<file path="config.mk">
export PLATFORM = sky130hd
export DESIGN_NAME = smp_seq
export DESIGN_NICKNAME = d
export VERILOG_FILES = /design/src/smp_pkg.sv /design/src/smp_seq.sv
export SDC_FILE = /design/constraint.sdc
export NUM_CORES = 1
export LEC_CHECK = 0
export BUFFER_PORTS_ARGS = -buffer_cell sky130_fd_sc_hd__buf_2
export CORE_MARGIN = 2
export CORE_UTILIZATION = 51
export DETAILED_ROUTE_END_ITERATION = 16
export PLACE_DENSITY = 0.86
export SYNTH_ARGS = -nofsm -noshare
export SYNTH_HDL_FRONTEND = slang
export SYNTH_SLANG_ARGS = --single-unit
</file>
<file path="constraint.sdc">
create_clock -name i_clk -period 4.6 [get_ports i_clk]
set_input_delay 0.46 -clock i_clk [delete_from_list [all_inputs] [get_ports i_clk]]
set_output_delay 0.46 -clock i_clk [all_outputs]
set_load 0.1 [all_outputs]
</file>
<file path="src/smp_pkg.sv">
// Package for the stack pop-multiple and frame link sequencer
package smp_pkg;
  localparam int unsigned WORD_BYTES = 4;
  localparam logic [31:0] WORD_STEP = 32'h0000_0004;
  localparam logic [31:0] TWO_WORDS = 32'h0000_0008;
  localparam logic [1:0] ALIGN_ZERO = 2'h0;
  localparam int unsigned FRAME_OP_W = 18;
  localparam logic [2:0] DATA_TOP = 3'h7;
  localparam logic [2:0] PTR_TOP = 3'h5;
  localparam int unsigned INSN_W = 32;
  // Register-file destination classes for the load path
  typedef enum logic [1:0] {
    SMP_DST_DATA = 2'h0,
    SMP_DST_PTR = 2'h1,
    SMP_DST_FP = 2'h2,
    SMP_DST_SUBROUTINE_RETURN_ADDRESS = 2'h3
  } smp_dst_t;
  // Operation requested by the issue stage
  typedef enum logic [1:0] {
    SMP_OP_POPM = 2'h0,
    SMP_OP_LINK = 2'h1,
    SMP_OP_UNLINK = 2'h2,
    SMP_OP_NONE = 2'h3
  } smp_op_t;
  typedef enum logic [5:0] {
    SMP_IDLE = 6'h01,
    SMP_POP_P = 6'h02,
    SMP_POP_D = 6'h04,
    SMP_LNK_SUBROUTINE_RETURN_ADDRESS = 6'h08,
    SMP_LNK_FP = 6'h10,
    SMP_UNL_LD = 6'h20
  } smp_state_t;
endpackage

</file>
<file path="src/smp_seq.sv">
// Stack pop-multiple and frame allocate/release sequencer
`timescale 1ns/1ps
`default_nettype none

// Function
// Pop contiguous range from top to low index
// Highest index first, descending per class
// All pointer registers before data registers
// Read at stack_pointer, then add four
// Pops never write stack memory
// Hold off interrupts after first read
// Exception aborts, restores stack_pointer
// Unaligned stack_pointer raises exception, aborts
// Only P5-0 and R7-0 as destinations
// Pop multiple: 16-bit, alone, flags unchanged
// Single pops of other registers issue alone
// Software pops what it pushed, reversed
// Frame size 18-bit multiple of four
// Allocate pushes return address, frame_pointer
// Allocate always uses two words
// Release copies frame_pointer, reloads both
// Frame ops uninterruptible, restore on exception
// Completed accesses stay after abort
// Software keeps frame_pointer between them
// One access per step, stall until done
module smp_seq
  import smp_pkg::*;
(
  input wire logic i_clk,
  input wire logic i_arst_n,
  input wire logic i_issue_valid,
  input wire smp_pkg::smp_op_t i_issue_op,
  input wire logic i_issue_is_32bit,
  input wire logic i_issue_parallel,
  input wire logic i_popm_data_en,
  input wire logic [2:0] i_popm_data_low,
  input wire logic i_popm_ptr_en,
  input wire logic [2:0] i_popm_ptr_low,
  input wire logic [FRAME_OP_W-1:0] i_frame_size,
  input wire logic [31:0] i_stack_pointer,
  input wire logic [31:0] i_frame_pointer,
  input wire logic [31:0] i_subroutine_return_address,
  output logic o_issue_ready,
  output logic o_stall,
  output logic o_irq_hold,
  output logic o_illegal,
  output logic o_done,
  output logic o_abort,
  output logic o_flags_we,
  output logic o_mem_req,
  output logic o_mem_we,
  output logic [31:0] o_mem_addr,
  output logic [31:0] o_mem_wdata,
  input wire logic i_mem_ack,
  input wire logic [31:0] i_mem_rdata,
  input wire logic i_mem_exc,
  output logic o_rf_we,
  output smp_pkg::smp_dst_t o_rf_dst,
  output logic [2:0] o_rf_idx,
  output logic [31:0] o_rf_wdata,
  output logic o_sp_we,
  output logic [31:0] o_sp_wdata,
  output logic o_fp_we,
  output logic [31:0] o_fp_wdata
);
  import smp_pkg::*;

  // ------------------------------------------------------------
  // State
  // ------------------------------------------------------------
  smp_state_t state;
  smp_state_t next_state;
  logic [31:0] sp_cur;
  logic [31:0] sp_save;
  logic [31:0] fp_save;
  logic [2:0] idx;
  logic [2:0] d_low;
  logic d_en;
  logic [2:0] p_low;
  logic unl_second;
  logic [FRAME_OP_W-1:0] fsize;
  logic accept;
  logic bad_issue;
  logic step_ok;
  logic step_exc;
  logic last_step;
  logic unaligned;

  // ------------------------------------------------------------
  // Issue decode
  // ------------------------------------------------------------
  assign o_issue_ready = (state == SMP_IDLE);
  // Issue form checks
  // Length and operand checks
  // Operand range checks
  // Alone-only issue
  always_comb begin
    bad_issue = i_issue_parallel;
    case (i_issue_op)
      SMP_OP_POPM: begin
        bad_issue = bad_issue | i_issue_is_32bit | ~(i_popm_data_en | i_popm_ptr_en) |
                    (i_popm_ptr_en & (i_popm_ptr_low > PTR_TOP));
      end
      SMP_OP_LINK: begin
        bad_issue = bad_issue | ~i_issue_is_32bit | (i_frame_size[1:0] != ALIGN_ZERO);
      end
      SMP_OP_UNLINK: begin
        bad_issue = bad_issue | ~i_issue_is_32bit;
      end
      default: begin
        bad_issue = 1'b1;
      end
    endcase
  end
  assign accept = i_issue_valid & o_issue_ready;

  // Alignment check
  // Unaligned pointer aborts before any access is issued
  assign unaligned = (sp_cur[1:0] != ALIGN_ZERO);
  assign step_exc = (state != SMP_IDLE) & (i_mem_exc | unaligned);
  assign step_ok = (state != SMP_IDLE) & ~step_exc & i_mem_ack;
  always_comb begin
    case (state)
      SMP_POP_P: last_step = (idx == p_low) & ~d_en;
      SMP_POP_D: last_step = (idx == d_low);
      SMP_LNK_FP: last_step = 1'b1;
      SMP_UNL_LD: last_step = unl_second;
      default: last_step = 1'b0;
    endcase
  end

  // ------------------------------------------------------------
  // Sequencer
  // ------------------------------------------------------------
  // Pointers first, then data
  always_comb begin
    next_state = state;
    case (state)
      SMP_IDLE: begin
        if (accept & ~bad_issue) begin
          if (i_issue_op == SMP_OP_LINK) begin
            next_state = SMP_LNK_SUBROUTINE_RETURN_ADDRESS;
          end else if (i_issue_op == SMP_OP_UNLINK) begin
            next_state = SMP_UNL_LD;
          end else if (i_popm_ptr_en) begin
            next_state = SMP_POP_P;
          end else begin
            next_state = SMP_POP_D;
          end
        end
      end
      SMP_POP_P: begin
        if (step_exc | (step_ok & last_step)) begin
          next_state = SMP_IDLE;
        end else if (step_ok & (idx == p_low)) begin
          next_state = SMP_POP_D;
        end
      end
      SMP_LNK_SUBROUTINE_RETURN_ADDRESS: begin
        if (step_exc) begin
          next_state = SMP_IDLE;
        end else if (step_ok) begin
          next_state = SMP_LNK_FP;
        end
      end
      SMP_POP_D, SMP_LNK_FP, SMP_UNL_LD: begin
        if (step_exc | (step_ok & last_step)) begin
          next_state = SMP_IDLE;
        end
      end
      default: begin
        next_state = SMP_IDLE;
      end
    endcase
  end

  always_ff @(posedge i_clk or negedge i_arst_n) begin
    if (!i_arst_n) begin
      state <= SMP_IDLE;
    end else begin
      state <= next_state;
    end
  end

  // Capture range, start at top
  // Descend one index per word
  always_ff @(posedge i_clk or negedge i_arst_n) begin
    if (!i_arst_n) begin
      idx <= 3'h0;
      d_low <= 3'h0;
      d_en <= 1'b0;
      p_low <= 3'h0;
    end else if (accept & ~bad_issue) begin
      idx <= i_popm_ptr_en ? PTR_TOP : DATA_TOP;
      d_low <= i_popm_data_low;
      d_en <= i_popm_data_en;
      p_low <= i_popm_ptr_low;
    end else if (step_ok) begin
      if ((state == SMP_POP_P) & (idx == p_low)) begin
        idx <= DATA_TOP;
      end else begin
        idx <= idx - 3'h1;
      end
    end
  end

  // Working stack pointer and pre-instruction copies
  always_ff @(posedge i_clk or negedge i_arst_n) begin
    if (!i_arst_n) begin
      sp_cur <= 32'h0000_0000;
      sp_save <= 32'h0000_0000;
      fp_save <= 32'h0000_0000;
      fsize <= '0;
      unl_second <= 1'b0;
    end else if (accept & ~bad_issue) begin
      sp_save <= i_stack_pointer;
      fp_save <= i_frame_pointer;
      fsize <= i_frame_size;
      unl_second <= 1'b0;
      // Release starts from frame_pointer
      if (i_issue_op == SMP_OP_UNLINK) begin
        sp_cur <= i_frame_pointer;
      end else begin
        sp_cur <= i_stack_pointer;
      end
    end else if (step_ok) begin
      case (state)
        // Post-increment after read
        SMP_POP_P, SMP_POP_D, SMP_UNL_LD: begin
          sp_cur <= sp_cur + WORD_STEP;
          unl_second <= 1'b1;
        end
        // Pre-decrement pushes
        SMP_LNK_SUBROUTINE_RETURN_ADDRESS: begin
          sp_cur <= sp_cur - WORD_STEP;
        end
        default: begin
          sp_cur <= sp_cur;
        end
      endcase
    end
  end

  // ------------------------------------------------------------
  // Memory access
  // ------------------------------------------------------------
  // One word access per step
  // Pops only read
  always_comb begin
    o_mem_req = ~unaligned & (state != SMP_IDLE);
    o_mem_we = (state == SMP_LNK_SUBROUTINE_RETURN_ADDRESS) | (state == SMP_LNK_FP);
  end

  // ------------------------------------------------------------
  // Registered access address and store data
  // ------------------------------------------------------------
  // Pushes address one word below pointer
  // Return address taken at issue, later changes are harmless
  always_ff @(posedge i_clk or negedge i_arst_n) begin
    if (!i_arst_n) begin
      o_mem_addr <= 32'h0000_0000;
      o_mem_wdata <= 32'h0000_0000;
    end else if (accept & ~bad_issue) begin
      o_mem_wdata <= i_subroutine_return_address;
      if (i_issue_op == SMP_OP_LINK) begin
        o_mem_addr <= i_stack_pointer - WORD_STEP;
      end else if (i_issue_op == SMP_OP_UNLINK) begin
        o_mem_addr <= i_frame_pointer;
      end else begin
        o_mem_addr <= i_stack_pointer;
      end
    end else if (step_ok) begin
      o_mem_wdata <= fp_save;
      if (state == SMP_LNK_SUBROUTINE_RETURN_ADDRESS) begin
        o_mem_addr <= o_mem_addr - WORD_STEP;
      end else begin
        o_mem_addr <= o_mem_addr + WORD_STEP;
      end
    end
  end

  // Stall while sequencing
  assign o_stall = (state != SMP_IDLE);
  // Interrupts held off
  // Frame ops uninterruptible
  assign o_irq_hold = (state != SMP_IDLE);
  // Flags untouched
  assign o_flags_we = 1'b0;

  // ------------------------------------------------------------
  // Register-file and pointer writeback (registered)
  // ------------------------------------------------------------
  always_ff @(posedge i_clk or negedge i_arst_n) begin
    if (!i_arst_n) begin
      o_rf_we <= 1'b0;
      o_rf_dst <= SMP_DST_DATA;
      o_rf_idx <= 3'h0;
      o_rf_wdata <= 32'h0000_0000;
      o_sp_we <= 1'b0;
      o_sp_wdata <= 32'h0000_0000;
      o_fp_we <= 1'b0;
      o_fp_wdata <= 32'h0000_0000;
      o_done <= 1'b0;
      o_abort <= 1'b0;
      o_illegal <= 1'b0;
    end else begin
      // Completed loads stay written
      o_rf_we <= step_ok & ~o_mem_we;
      o_rf_idx <= idx;
      o_rf_wdata <= i_mem_rdata;
      case (state)
        SMP_POP_P: o_rf_dst <= SMP_DST_PTR;
        SMP_UNL_LD: o_rf_dst <= unl_second ? SMP_DST_SUBROUTINE_RETURN_ADDRESS : SMP_DST_FP;
        default: o_rf_dst <= SMP_DST_DATA;
      endcase
      o_illegal <= accept & bad_issue;
      o_done <= step_ok & last_step;
      o_abort <= step_exc;
      o_sp_we <= 1'b0;
      o_fp_we <= 1'b0;
      if (step_exc) begin
        // Restore stack_pointer on abort
        // Restore stack_pointer; restore frame_pointer for allocate only
        o_sp_we <= 1'b1;
        o_sp_wdata <= sp_save;
        // A release keeps any frame_pointer already reloaded
        o_fp_we <= (state == SMP_LNK_SUBROUTINE_RETURN_ADDRESS) | (state == SMP_LNK_FP);
        o_fp_wdata <= fp_save;
      end else if (step_ok & last_step) begin
        o_sp_we <= 1'b1;
        if (state == SMP_LNK_FP) begin
          // Two saved words plus frame
          o_sp_wdata <= sp_cur - TWO_WORDS - {{(32-FRAME_OP_W){1'b0}}, fsize} + WORD_STEP;
          o_fp_we <= 1'b1;
          o_fp_wdata <= sp_cur - WORD_STEP;
        end else begin
          o_sp_wdata <= sp_cur + WORD_STEP;
        end
      end
    end
  end
endmodule

`default_nettype wire

</file>
=== Word level (Yosys, flattened, before mapping) ===
Index checks and enable logic that the tools add are counted.

* Reductions and logical operators: 14
* $add $sub $neg: 9
* Equality and inequality tests: 15
* Multiplexer cells: 42
* Magnitude comparators: 1
* Bitwise operators: 29

{| class="wikitable"
|+ Operator list
! cell !! count
|-
| $mux 32 || 15
|-
| $add 32x3->32 const B || 3
|-
| $sub 32x3->32 const B || 3
|-
| $pmux 32 s2 || 1
|-
| $mux 6 || 8
|-
| $sub 32x18->32 || 1
|-
| $sub 32x4->32 const B || 1
|-
| $pmux 6 s4 || 1
|-
| $and 1x1->1 || 13
|-
| $mux 3 || 4
|-
| $reduce_bool 2->1 || 6
|-
| $mux 1 || 9
|-
| $or 1x1->1 || 9
|-
| $not 1->1 || 7
|-
| $eq 3x3->1 || 2
|-
| $eq 6x1->1 const B || 1
|-
| $eq 6x2->1 const B || 1
|-
| $eq 6x3->1 const B || 1
|-
| $eq 6x4->1 const B || 1
|-
| $eq 6x5->1 const B || 1
|-
| $eq 6x6->1 const B || 1
|-
| $ne 3x3->1 const B || 2
|-
| $ne 6x1->1 const B || 1
|-
| $reduce_and 2->1 || 3
|-
| other kinds (14) || 15
|}

* Output and inout port bits: 177
* Register bits: 302
* Logic and storage cells: 133
* Input bits: 163

=== Logic depth before layout (Yosys ltp) ===
Gate-level depths: netlist of the first run.

* Word-level depth: 10
* Gate-level depth with buffers: 17
* Mapped depth without buffers: 15

=== Worst setup path after synthesis of the first run ===
Ideal clock, no wire load.

* Path type: register -> output
* Start: reg state[5]
* End: out o_mem_req
* Stages on the path, launching flop included: 6
* Path slack: -0.942 ns
* Data required time: 4.140 ns
* Data arrival time: 5.082 ns
* Cells stage by stage: dfrtp_1 > clkbuf_1 > nor4_1 > nand3b_1 > clkinv_1 > nor3_1

* Longest elaborated chain between the ends: 2

{| class="wikitable"
|+ Ends and longest elaborated chain
! element !! line !! text
|-
| start: declaration || smp_seq.sv:71 || <nowiki>smp_state_t state;</nowiki>
|-
| start signal: assignment || smp_seq.sv:181 || <nowiki>state <= next_state;</nowiki>
|-
| $ne 6x1->1 || n/a ||
|-
| via o_irq_hold || smp_seq.sv:45 || <nowiki>output logic o_irq_hold,</nowiki>
|-
| $and 1x1->1 || smp_seq.sv:250 || <nowiki>o_mem_req = ~unaligned & (state != SMP_IDLE);</nowiki>
|-
| end: declaration || smp_seq.sv:50 || <nowiki>output logic o_mem_req,</nowiki>
|}

The timed path passes the listed nets, and every way through them passes these cells.

=== Worst setup path in the final report of the first run ===
* Start: reg state[0]
* End: reg o_mem_addr[28]

* Longest elaborated chain between the ends: 6
* Elaborated cells between the ends (all ways): 13
* Those cells by class: 3 x eq/ne; 3 x mux; 6 x bitwise; 1 x reduce/logical

{| class="wikitable"
|+ Ends and longest elaborated chain
! element !! line !! text
|-
| $ne 6x1->1 || smp_seq.sv:120, smp_seq.sv:121 ||
|-
| $and 1x1->1 || smp_seq.sv:120 || <nowiki>assign step_exc = (state != SMP_IDLE) & (i_mem_exc | unaligned);</nowiki>
|-
| $not 1->1 || smp_seq.sv:121 || <nowiki>assign step_ok = (state != SMP_IDLE) & ~step_exc & i_mem_ack;</nowiki>
|-
| $and 1x1->1 (2 in series) || smp_seq.sv:121 ||
|-
| $reduce_bool 2->1 (no source line) || n/a ||
|-
| end signal: assignment || smp_seq.sv:266 || <nowiki>o_mem_addr <= i_stack_pointer - WORD_STEP;</nowiki>
|-
| end signal: assignment || smp_seq.sv:268 || <nowiki>o_mem_addr <= i_frame_pointer;</nowiki>
|-
| end signal: assignment || smp_seq.sv:270 || <nowiki>o_mem_addr <= i_stack_pointer;</nowiki>
|-
| end: declaration || smp_seq.sv:52 || <nowiki>output logic [31:0] o_mem_addr,</nowiki>
|}

Parallel ways exist; a longest one is shown, timed or not. The select of a mux whose other input is x is not followed.
A chain may end at the register's enable or synchronous reset.

==> run metrics, run 1 <==
gate count after technology mapping=2150; wire length of the first global-routing pass=99.55 mm; die width=192.0 um; final estimated routing congestion in global placement=0.9962; Cell Rows=68; kind of launch point of the worst setup path=flip-flop; number of buffers inserted by post-CTS setup repair=0; start point of the critical path=state[0]; total via count after detailed routing=18020; most frequently used flop master after synthesis=sky130_fd_sc_hd__dfrtp_1; pin count of the biggest net entering global routing=128; number of global-route vias before repair=17010; count of flip-flops with a built-in enable after synthesis=0; Tightest Hold Check Type=input port to flip-flop; Synth async-reset ratio=100.0%; quantity of hold-fixing buffers added after cts=0; most frequent cell on the critical path=sky130_fd_sc_hd__a21o_1; detailed-routing iteration count for the pre-antenna-repair pass=6; DR WL/cell=22.78 um; Mapped Area=~18000 sq um; Routed Wire Length=66.14 mm; number of endpoints failing setup at the final stage=0; Worst Hold Slack=0.02615 ns; WP data required=between 5 and 6 ns; CP delay by family, top=compound AO/OA/AOI/OAI gates; number of primary I/O pins=340; htree depth=2; highest attainable clock frequency=0.2364 GHz; Inserted Clock Buffers=35; number of buffers added on ports=between 300 and 400; initial drt markers=1871; final-report max-slew violation count=0; number of antenna violations at the first check in global routing=6; net count of the mapped netlist=roughly 2400; number of buffer and inverter instances along the worst setup path=1; CP arrival=~4.7 ns; crit-path cells=or2_2 > nor3_1 > nand3_1 > clkinvlp_4 > ha_1 > a21o_1 > a21o_1 > a211oi_1 > o21ai_0 > a31oi_1 > o41ai_1 > a21oi_1 > o2bb2ai_1 > or3_1; Antenna Nets Post-Route=0; dpl cell area=20110 sq um; register area share after synthesis=between 40% and 50%; Worst Tran Pin Value=1.235 ns; biggest cell delay along the critical path=0.64 ns; synthesis-to-layout area growth=18.29%; number of different library cells in the post-synthesis netlist=81; floorplan die height=192.0 um; power density normalized to cell area=891.6 nW/um^2; TritonCTS clock tree=built; maximum root-to-sink buffer count=3; max capacitance violation total=0; Ys Warns=0; Worst Hold Launch=i_mem_rdata[6]; result of the run=finished, final reports clean; clk slew on worst S/H paths=~0.06 ns; root buffer cell=sky130_fd_sc_hd__clkbuf_16; RSZ-0062 raised after global routing=no; fraction of final layout cells sized beyond drive strength 1=about a fifth; source-to-sink clock delay at the later pin of the worst-skew pair=0.54 ns; number of remaining DRC errors=0; leakage power figure=10.23 nW; type of element capturing the critical path=flip-flop; skew final=0.01476 ns; core outline area=34630 sq um; Via density=6.206; overall die area=36850 sq um; number of nets in the layout=2656; post-route minimum period=~4.2 ns; DPL Wire Length=48.52 mm; overflow left after global routing=0; slowest CP cell=sky130_fd_sc_hd__o41ai_1; average cell area after synthesis=8.381 sq um; final clock period utilization by the worst path=91.95%; register bit count reported by yosys=a little over 300; startpoint of the worst register-to-register path=state[0]; CP Max Fanout=12; WS Path Type=flip-flop to flip-flop; final cell area excluding filler cells=21310 sq um; Peak VDD IR=756.4 uV; Clock Sink Count=302; Hold Fails Final Rpt=0; Starting Density=between 50% and 60%; global-route usage over all layers=35.35%; worst-case headroom to the max-slew limit=17.64%
-- path summary, 6_finish.rpt --
kind	cells past startpoint	to	slack [ns]
setup / recovery	14	o_mem_addr[28]	0.37
hold / removal	1	o_rf_wdata[6]	0.03
setup reg to reg	14	o_mem_addr[28]	0.37
hold reg to reg	2	sp_save[11]	0.48
max in group asynchronous	2	o_mem_wdata[27]	3.32
min in group asynchronous	1	idx[0]	0.07
-- synth_stat cells (all sizes together), types with 19 or more instances --
library cell / number / share of area (%)
a22oi: 38 / 1.6
a31oi: 54 / 1.9
a21oi: 129 / 3.6
nor3: 56 / 1.6
nand2: 508 / 11
dfrtp: 301 / 42
and3: 19 / 0.67
ha: 68 / 4.7
nor2: 148 / 3.1
mux2i: 43 / 2.4
inv: 70 / 1.5
xnor2: 73 / 3.5
xor2: 60 / 2.9
a211oi: 26 / 1.1
a21o: 21 / 0.87
nand3: 44 / 1.3
buf: 35 / 0.97
clkbuf: 104 / 2.2
o21ai: 120 / 3.3
-- layer usage --
| metal | vias up | global-route usage [%] | wire, um |
|---|---|---|---|
| li1 | 8017 | - | - |
| met2 | 1092 | 55.36 | 29420 |
| met3 | 211 | 6.267 | 6940 |
| met1 | 8691 | 48.18 | 26560 |
| met5 | - | 0 | 19 |
| met4 | 4 | 15.33 | 3199 |
-- repair_timing --
item	in CTS	in global routing
endpoints found under the hold margin	0	0
resized for setup	0	1
endpoints found under the setup margin	0	1
-- flip-flops by register name (all words and copies together) (netlist names), 6 cells and up --
register / count
sp_cur: 32
sp_save: 32
o_fp_wdata: 32
o_rf_wdata: 32
fsize: 18
o_sp_wdata: 32
fp_save: 32
state: 6
o_mem_addr: 32
o_mem_wdata: 32
-- layout by cell type, fill, tap and decap left out, types with 38 or more instances in the layout --
cell	count
sky130_fd_sc_hd__nand3_1	41
sky130_fd_sc_hd__nor2_1	146
sky130_fd_sc_hd__a31oi_1	54
sky130_fd_sc_hd__xnor2_1	73
sky130_fd_sc_hd__mux2i_1	43
sky130_fd_sc_hd__xor2_1	60
sky130_fd_sc_hd__dfrtp_1	301
sky130_fd_sc_hd__buf_2	337
sky130_fd_sc_hd__a21oi_1	129
sky130_fd_sc_hd__a22oi_1	38
sky130_fd_sc_hd__nand2_1	508
sky130_fd_sc_hd__o21ai_0	117
sky130_fd_sc_hd__ha_1	68
sky130_fd_sc_hd__nor3_1	54
sky130_fd_sc_hd__inv_1	69
-- power by group --
part	total, mW	switching [mW]	internal, mW
Sequential	4.90	1.12	3.77
Combinational	11.2	8.34	2.83
Clock	2.93	1.21	1.73
-- per-stage QoR --
stage / setup slack [ns] / std cells / utilization, % / setup TNS [ns] / total power, mW
6_report: 0.3705 / 2903 / 61.55 / 0 / 19.00
3_5_place_dp: 0.3410 / 2841 / 58.08 / 0 / 15.90
4_1_cts: 0.3167 / 2900 / 61.52 / 0 / 18.89
3_3_place_gp: 0.3576 / 2841 / 58.08 / 0 / 15.66
2_1_floorplan: -0.08557 / 2150 / - / -0.08557 / 13.42
5_1_grt: 0.1058 / 2901 / 61.54 / 0 / 20.02
-- cell type report --
| type | count | area (sq um) |
|---|---|---|
| inverter | 74 | 281.5 |
| sequential | 302 | 7559 |
| tap | 455 | 569.3 |
| clock buffer | 44 | 959.7 |
| clock inverter | 15 | 230.2 |
| timing repair buffer | 375 | 2042 |
| fill | 2967 | 13310 |
| multi-input combinational | 1635 | 9666 |
| antenna | 3 | 7.507 |
-- cells by family (layout without fill, tap and decap cells) --
kind of cell	after synthesis	in the layout	synth area share (%)
multiplexers	54	54	3.076
AO/OA/AOI/OAI	498	498	17.51
AND/OR/NAND/NOR	879	879	21.36
buffers and inverters	213	508	4.680
adder cells (fa/ha/maj)	70	70	4.944
XOR/XNOR	133	133	6.465
flip-flops	302	302	41.95
other	1	4	0.02081
No activity file was read; power rests on OpenSTA's default activity.
==> run 2: changes to the inputs <==
- CORE_UTILIZATION: 51 -> 40
- PLACE_DENSITY: 0.86 -> 0.72
==> run 2 against run 1 <==
Net effect:
- the run now ends with negative hold slack left
- count of clock-buffer cells in the layout rose by 3
- sequential power barely moved
- utilization shrank 12 points
- cell count up 6.1%
==> run metrics, run 2 (synthesized netlist as in run 1, its figures left out) <==
result of the run=finished with violations; failing checks=negative hold slack; type of element capturing the critical path=flip-flop; worst-case headroom to the max-slew limit=23.78% (+6.1 points); leading cell type in the layout, fill and taps excluded=sky130_fd_sc_hd__nand2_1; fraction of power consumed by combinational cells=58.1% (-0.7 points); final clock period utilization by the worst path=93.06% (+1.1 points); max capacitance violation total=0 (unchanged); cell internal pwr=8.515 mW (+2.2%); Clock Sink Count=302 (unchanged); detailed-routing iteration count for the pre-antenna-repair pass=6 (unchanged); initial drt markers=1797 (-4.0%); root buffer cell=sky130_fd_sc_hd__clkbuf_16; R2R depth=15 (+1); Routed Wire Length=69.65 mm (+5.3%); CP Max Fanout=13 (+1); power density normalized to cell area=882.5 nW/um^2 (-1.0%); overflow left after global routing=0 (unchanged); number of remaining DRC errors=0 (unchanged); skew final=0.03408 ns (+0.01932 ns); kind of launch point of the worst setup path=flip-flop; Peak VDD IR=692.9 uV (-8.4%); number of antenna violations at the first check in global routing=6 (unchanged); fraction of final layout cells sized beyond drive strength 1=19.65% (about the same); start point of the critical path=state[0]; WP data required=5.04 ns (+0.02 ns); pin count of the biggest net entering global routing=105 (-18%); post-route minimum period=4.281 ns (+0.05114 ns); Inserted Clock Buffers=38 (+8.6%); destination of the critical timing path=o_mem_addr[28]; maximum root-to-sink buffer count=3 (unchanged); wire length of the first global-routing pass=104.6 mm (+5.1%); highest attainable clock frequency=0.2336 GHz (-1.2%); overall die area=46760 sq um (+27%); fraction of power consumed by the clock network=16.4% (+1.0 points); WS Path Type=flip-flop to flip-flop; clk slew on worst S/H paths=0.06 ns (about the same); CP arrival=4.72 ns (+0.07 ns); TritonCTS clock tree=built; Cell Rows=77 (+13%); Antenna Nets Post-Route=0 (unchanged); final estimated routing congestion in global placement=0.9194 (-7.7%); htree depth=2 (unchanged); final-report max-slew violation count=0 (unchanged); Hold Fails Final Rpt=28 (+28); floorplan die height=216.2 um (+13%); synthesis-to-layout area growth=21.62%; number of endpoints failing setup at the final stage=0 (unchanged); commonest cells after routing, fill and taps aside=sky130_fd_sc_hd__nand2_1 (508), sky130_fd_sc_hd__buf_2 (337), sky130_fd_sc_hd__dfrtp_1 (301); Net Sw Power=10.82 mW (+1.4%); DPL Wire Length=50.70 mm (+4.5%); number of fillers in the final layout=4276 (+44%); total via count after detailed routing=17570 (-2.5%); source-to-sink clock delay at the later pin of the worst-skew pair=0.57 ns (+0.03 ns); Starting Density=40.66% (-11 points); die width=216.2 um (+13%); core outline area=44320 sq um (+28%); capture instance of the worst register-to-register path=o_mem_addr[28]; number of buffers added on ports=338 (unchanged); Worst Tran Pin Value=1.143 ns (-0.09216 ns); reg-to-reg setup timing slack=0.32 ns (-0.05 ns); switching share of total power=55.97% (-0.19 points); number of primary I/O pins=340 (unchanged); RSZ-0062 raised after global routing=no; number of global-route vias before repair=17140 (+0.77%); Design Power=19.34 mW (+1.8%); number of nets in the layout=2689 (+1.2%); sequential share of power=25.5% (-0.3 points); post-route worst setup slack=0.3194 ns (-0.05114 ns); worst slack after detailed placement=0.2911 ns (-0.04990 ns); Worst Hold Slack=-0.05964 ns (-0.08579 ns); Via density=5.703 (-8.1%); leakage power figure=10.43 nW (+1.9%); startpoint of the worst register-to-register path=state[0]; global-route usage over all layers=29.24% (-6.1 points); Tightest Hold Check Type=input port to async pin; DR WL/cell=22.61 um (-0.78%)
run 2: area by class of cell:
type / count / area (sq um) / area share [%]
multi-input combinational: 1635 / 9673 / 44.14
sequential: 302 / 7559 / 34.49
timing repair buffer: 405 / 2330 / 10.63
clock buffer: 47 / 1046 / 4.773
tap: 592 / 740.7 / 3.380
inverter: 74 / 277.8 / 1.267
clock inverter: 21 / 276.5 / 1.262
antenna: 5 / 12.51 / 0.05709
run 2: worst min-delay path by stage:
stage,start,end,slack (ns),depth (start not counted)
final,i_arst_n,o_rf_wdata[10],-0.06,1
after global placement,sp_save[21],sp_save[21],0.46,2
after floorplan,i_arst_n,d_en,0.16,0
after detailed placement,sp_save[29],sp_save[29],0.46,2
after CTS,i_arst_n,o_mem_addr[29],0.001,1
after global routing,i_arst_n,o_rf_wdata[10],0.02,1
run 2: power groups by stage:
stage	Sequential (mW)	Combinational [mW]	Clock [mW]
5_1_grt	5.04	12.0	3.35
6_report	4.92	11.2	3.18
3_5_place_dp	4.94	11.1	0
3_3_place_gp	4.90	10.9	0
4_1_cts	4.90	11.2	3.24
2_1_floorplan	8.36	5.07	0
run 2: critical path: stages, from the launching register on:
cell and delay, ns:
sky130_fd_sc_hd__dfstp_2 0.55, sky130_fd_sc_hd__or2_2 0.17, sky130_fd_sc_hd__nor3_1 0.06, sky130_fd_sc_hd__nand3_1 0.14, sky130_fd_sc_hd__clkinv_1 0.42, sky130_fd_sc_hd__fa_1 0.57
sky130_fd_sc_hd__a21o_1 0.19, sky130_fd_sc_hd__a21o_1 0.20, sky130_fd_sc_hd__a211oi_1 0.35, sky130_fd_sc_hd__o21ai_1 0.24, sky130_fd_sc_hd__a31oi_1 0.36, sky130_fd_sc_hd__o41ai_1 0.16
sky130_fd_sc_hd__buf_4 0.16, sky130_fd_sc_hd__a21oi_1 0.18, sky130_fd_sc_hd__nor4b_1 0.08, sky130_fd_sc_hd__or3_1 0.36
run 2: through the flow:
step / cell area [sq um] / instances / util [%] / setup TNS (ns) / hold WS (ns)
after floorplan: 18030 / 2150 / - / -0.08557 / 0.1644
after global placement: 20280 / 2978 / 45.76 / 0 / 0.4583
final: 21910 / 3081 / 49.45 / 0 / -0.05964
after CTS: 21900 / 3076 / 49.42 / 0 / 0.001019
after detailed placement: 20280 / 2978 / 45.76 / 0 / 0.4631
after global routing: 21910 / 3078 / 49.43 / 0 / 0.02030
run 2: per-layer routing:
metal  global-route usage [%]  vias to the layer above  wire length (um)
met5                        0                        -                12
met4                    13.31                        2              2928
met3                    5.811                      142              5760
met2                    45.33                      814             31160
met1                    39.51                     8526             29790
li1                         -                     8087                 -
run 2: what timing repair did:
action / 4_1_cts / 5_1_grt
hold buffers: 30 / 0
setup endpoints to repair: 0 / 1
endpoints found under the hold margin: 30 / 0
resized for setup: 0 / 1
buffers inserted: 0 / 0
==> run 3: changes to the inputs <==
- clock period: 4.6 -> 3.6 ns (I/O delays scaled with it)
==> run 3 against run 2 <==
Net effect:
- total power grew 30%
- critical path depth shrank 1
- combinational power grew 33%
- sequential share of layout area shrank 1.3 points
- first-iteration DRC count shrank 7.0%
- non-clock buffer count grew 72
- the run now ends clean
- register-to-register slack lost 0.19 ns
- largest power group unchanged
- clock skew grew 0.0065 ns
- setup slack lost 0.19 ns
==> run metrics, run 3 (synthesized netlist as in run 1, its figures left out) <==
result of the run=finished, final reports clean; number of global-route vias before repair=17260 (+0.66%); die width=216.2 um (unchanged); Routed Wire Length=69.39 mm (-0.37%); pin count of the biggest net entering global routing=103 (-1.9%); post-route minimum period=3.471 ns (-0.8092 ns); htree depth=2 (unchanged); Worst Tran Pin Value=0.8285 ns (-0.3148 ns); floorplan die height=216.2 um (unchanged); number of buffers added on ports=338 (unchanged); number of antenna violations at the first check in global routing=5 (-1); startpoint of the worst register-to-register path=state[0]; initial drt markers=1671 (-7.0%); DPL Wire Length=50.98 mm (+0.57%); root buffer cell=sky130_fd_sc_hd__clkbuf_16; TritonCTS clock tree=built; Antenna Nets Post-Route=0 (unchanged); number of fillers in the final layout=4170 (-2.5%); Tightest Hold Check Type=input port to flip-flop; synthesis-to-layout area growth=26.39%; number of primary I/O pins=340 (unchanged); Sequential cell area=7559 sq um (unchanged); Hold Fails Final Rpt=0 (-100%); number of nets in the layout=2763 (+2.8%); max capacitance violation total=0 (unchanged); clk slew on worst S/H paths=0.06 ns (about the same); number of endpoints failing setup at the final stage=0 (unchanged); highest attainable clock frequency=0.2881 GHz (+23%); capture instance of the worst register-to-register path=o_mem_addr[31]; final-report max-slew violation count=0 (unchanged); DR WL/cell=21.99 um (-2.7%); Inserted Clock Buffers=38 (unchanged); TNS Setup=0 ns (unchanged); capture endpoint of the worst hold path=fsize[2]; source-to-sink clock delay at the later pin of the worst-skew pair=0.59 ns (+0.02 ns); type of element capturing the critical path=flip-flop; kind of launch point of the worst setup path=flip-flop; final estimated routing congestion in global placement=0.9595 (+4.4%); reg-to-reg setup timing slack=0.13 ns (-0.19 ns); Starting Density=40.66% (unchanged); power density normalized to cell area=1107 nW/um^2 (+25%); Design Power=25.21 mW (+30%); commonest cells after routing, fill and taps aside=sky130_fd_sc_hd__nand2_1 (507), sky130_fd_sc_hd__buf_2 (337), sky130_fd_sc_hd__dfrtp_1 (301); wire length of the first global-routing pass=104.4 mm (-0.13%); worst-case headroom to the max-slew limit=44.77% (+21 points); Worst Hold Launch=i_frame_size[2]; Peak VDD IR=895.6 uV (+29%); CP arrival=3.95 ns (-0.77 ns); RSZ-0062 raised after global routing=yes; Via density=5.705 (about the same); WS Path Type=flip-flop to flip-flop; overall die area=46760 sq um (unchanged); cell depth of the worst min-delay path=3; CP Max Fanout=5 (-8); total area of multi-input combinational cells=9836 sq um (+1.7%); Worst Hold Slack=0.01382 ns (+0.07346 ns); R2R depth=14 (-1); Clock Sink Count=302 (unchanged); detailed-routing iteration count for the pre-antenna-repair pass=8 (+2); global-route usage over all layers=28.96% (-0.28 points); dpl cell area=20660 sq um (+1.9%); skew final=0.04063 ns (+0.006547 ns); total via count after detailed routing=18000 (+2.4%); final core utilization=51.39% (+1.9 points); maximum root-to-sink buffer count=3 (unchanged); core outline area=44320 sq um (unchanged); final cell area excluding filler cells=22770 sq um (+3.9%); overflow left after global routing=0 (unchanged); Cell Rows=77 (unchanged); final clock period utilization by the worst path=96.43% (+3.4 points); leakage power figure=10.84 nW (+3.9%); number of remaining DRC errors=0 (unchanged); leading cell type in the layout, fill and taps excluded=sky130_fd_sc_hd__nand2_1; fraction of final layout cells sized beyond drive strength 1=21.91% (+2.3 points); WP data required=4.08 ns (-0.96 ns)
-- run 3: cell types whose count changed in the layout (fill, tap and decap cells not counted), moves of 4 or more --
cell,before,now
sky130_fd_sc_hd__buf_4,33,76
sky130_fd_sc_hd__o21ai_0,116,112
sky130_fd_sc_hd__a211oi_1,26,22
sky130_fd_sc_hd__dlygate4sd3_1,30,56
-- run 3: metal layers --
metal	share of wire, %	GRT usage (%)	up-vias
li1	-	-	8243
met1	43	40.30	8770
met2	46	46.03	855
met3	7.7	4.140	132
met4	3.5	10.41	0
met5	0	0	-
-- run 3: cell type report --
class | instances | share of cell area (%)
repair inverters | 2 | 0.04945
clock inverters | 22 | 1.357
well taps | 592 | 3.253
flip-flops and latches | 302 | 33.19
repair buffers | 477 | 13.02
inverters | 74 | 1.264
diodes | 3 | 0.03297
clock buffers | 48 | 4.648
multi-input cells | 1635 | 43.19
-- run 3: worst max-delay path by stage --
stage / end / slack [ns] / from / cells after the start
after floorplan: o_sp_wdata[11] / -0.01 / state[3] / 11
final: o_mem_addr[31] / 0.13 / state[0] / 14
after global placement: o_mem_addr[31] / 0.06 / state[0] / 14
after CTS: o_mem_addr[31] / 0.02 / state[0] / 14
after global routing: o_mem_addr[31] / -0.05 / state[0] / 14
after detailed placement: o_mem_addr[31] / 0.07 / state[0] / 14
-- run 3: critical path, stage by stage, from the launching register on --
cell	delay (ns)
sky130_fd_sc_hd__dfstp_2	0.38
sky130_fd_sc_hd__or2_2	0.36
sky130_fd_sc_hd__nor3_4	0.16
sky130_fd_sc_hd__nand3_4	0.16
sky130_fd_sc_hd__clkinv_2	0.14
sky130_fd_sc_hd__ha_1	0.32
sky130_fd_sc_hd__a21oi_1	0.16
sky130_fd_sc_hd__o21ai_1	0.12
sky130_fd_sc_hd__o2111a_2	0.31
sky130_fd_sc_hd__o31ai_4	0.28
sky130_fd_sc_hd__a31oi_4	0.14
sky130_fd_sc_hd__a211oi_2	0.26
sky130_fd_sc_hd__xnor2_1	0.09
sky130_fd_sc_hd__or3_1	0.31
sky130_fd_sc_hd__a31oi_1	0.19
-- run 3: report_power, final --
| part | internal [mW] | total, mW | leakage, nW | switching, mW |
|---|---|---|---|---|
| Clock | 2.48 | 4.14 | 0.652 | 1.66 |
| Combinational | 3.93 | 14.9 | 6.45 | 11.0 |
| Sequential | 4.82 | 6.18 | 3.74 | 1.36 |
| Total | 11.2 | 25.2 | 10.8 | 14.0 |
-- run 3: what timing repair did --
item | CTS | global route
resized for setup | 0 | 27
setup endpoints to repair | 0 | 12
hold buffers | 56 | 0
endpoints found under the hold margin | 151 | 0
buffers inserted | 0 | 6
-- run 3: per-stage QoR --
| stage | cells | setup slack (ns) |
|---|---|---|
| final | 3155 | 0.1285 |
| after global routing | 3155 | -0.05382 |
| after CTS | 3144 | 0.01780 |
| after detailed placement | 3018 | 0.07336 |
| after global placement | 3018 | 0.06338 |
| after floorplan | 2150 | -0.01177 |
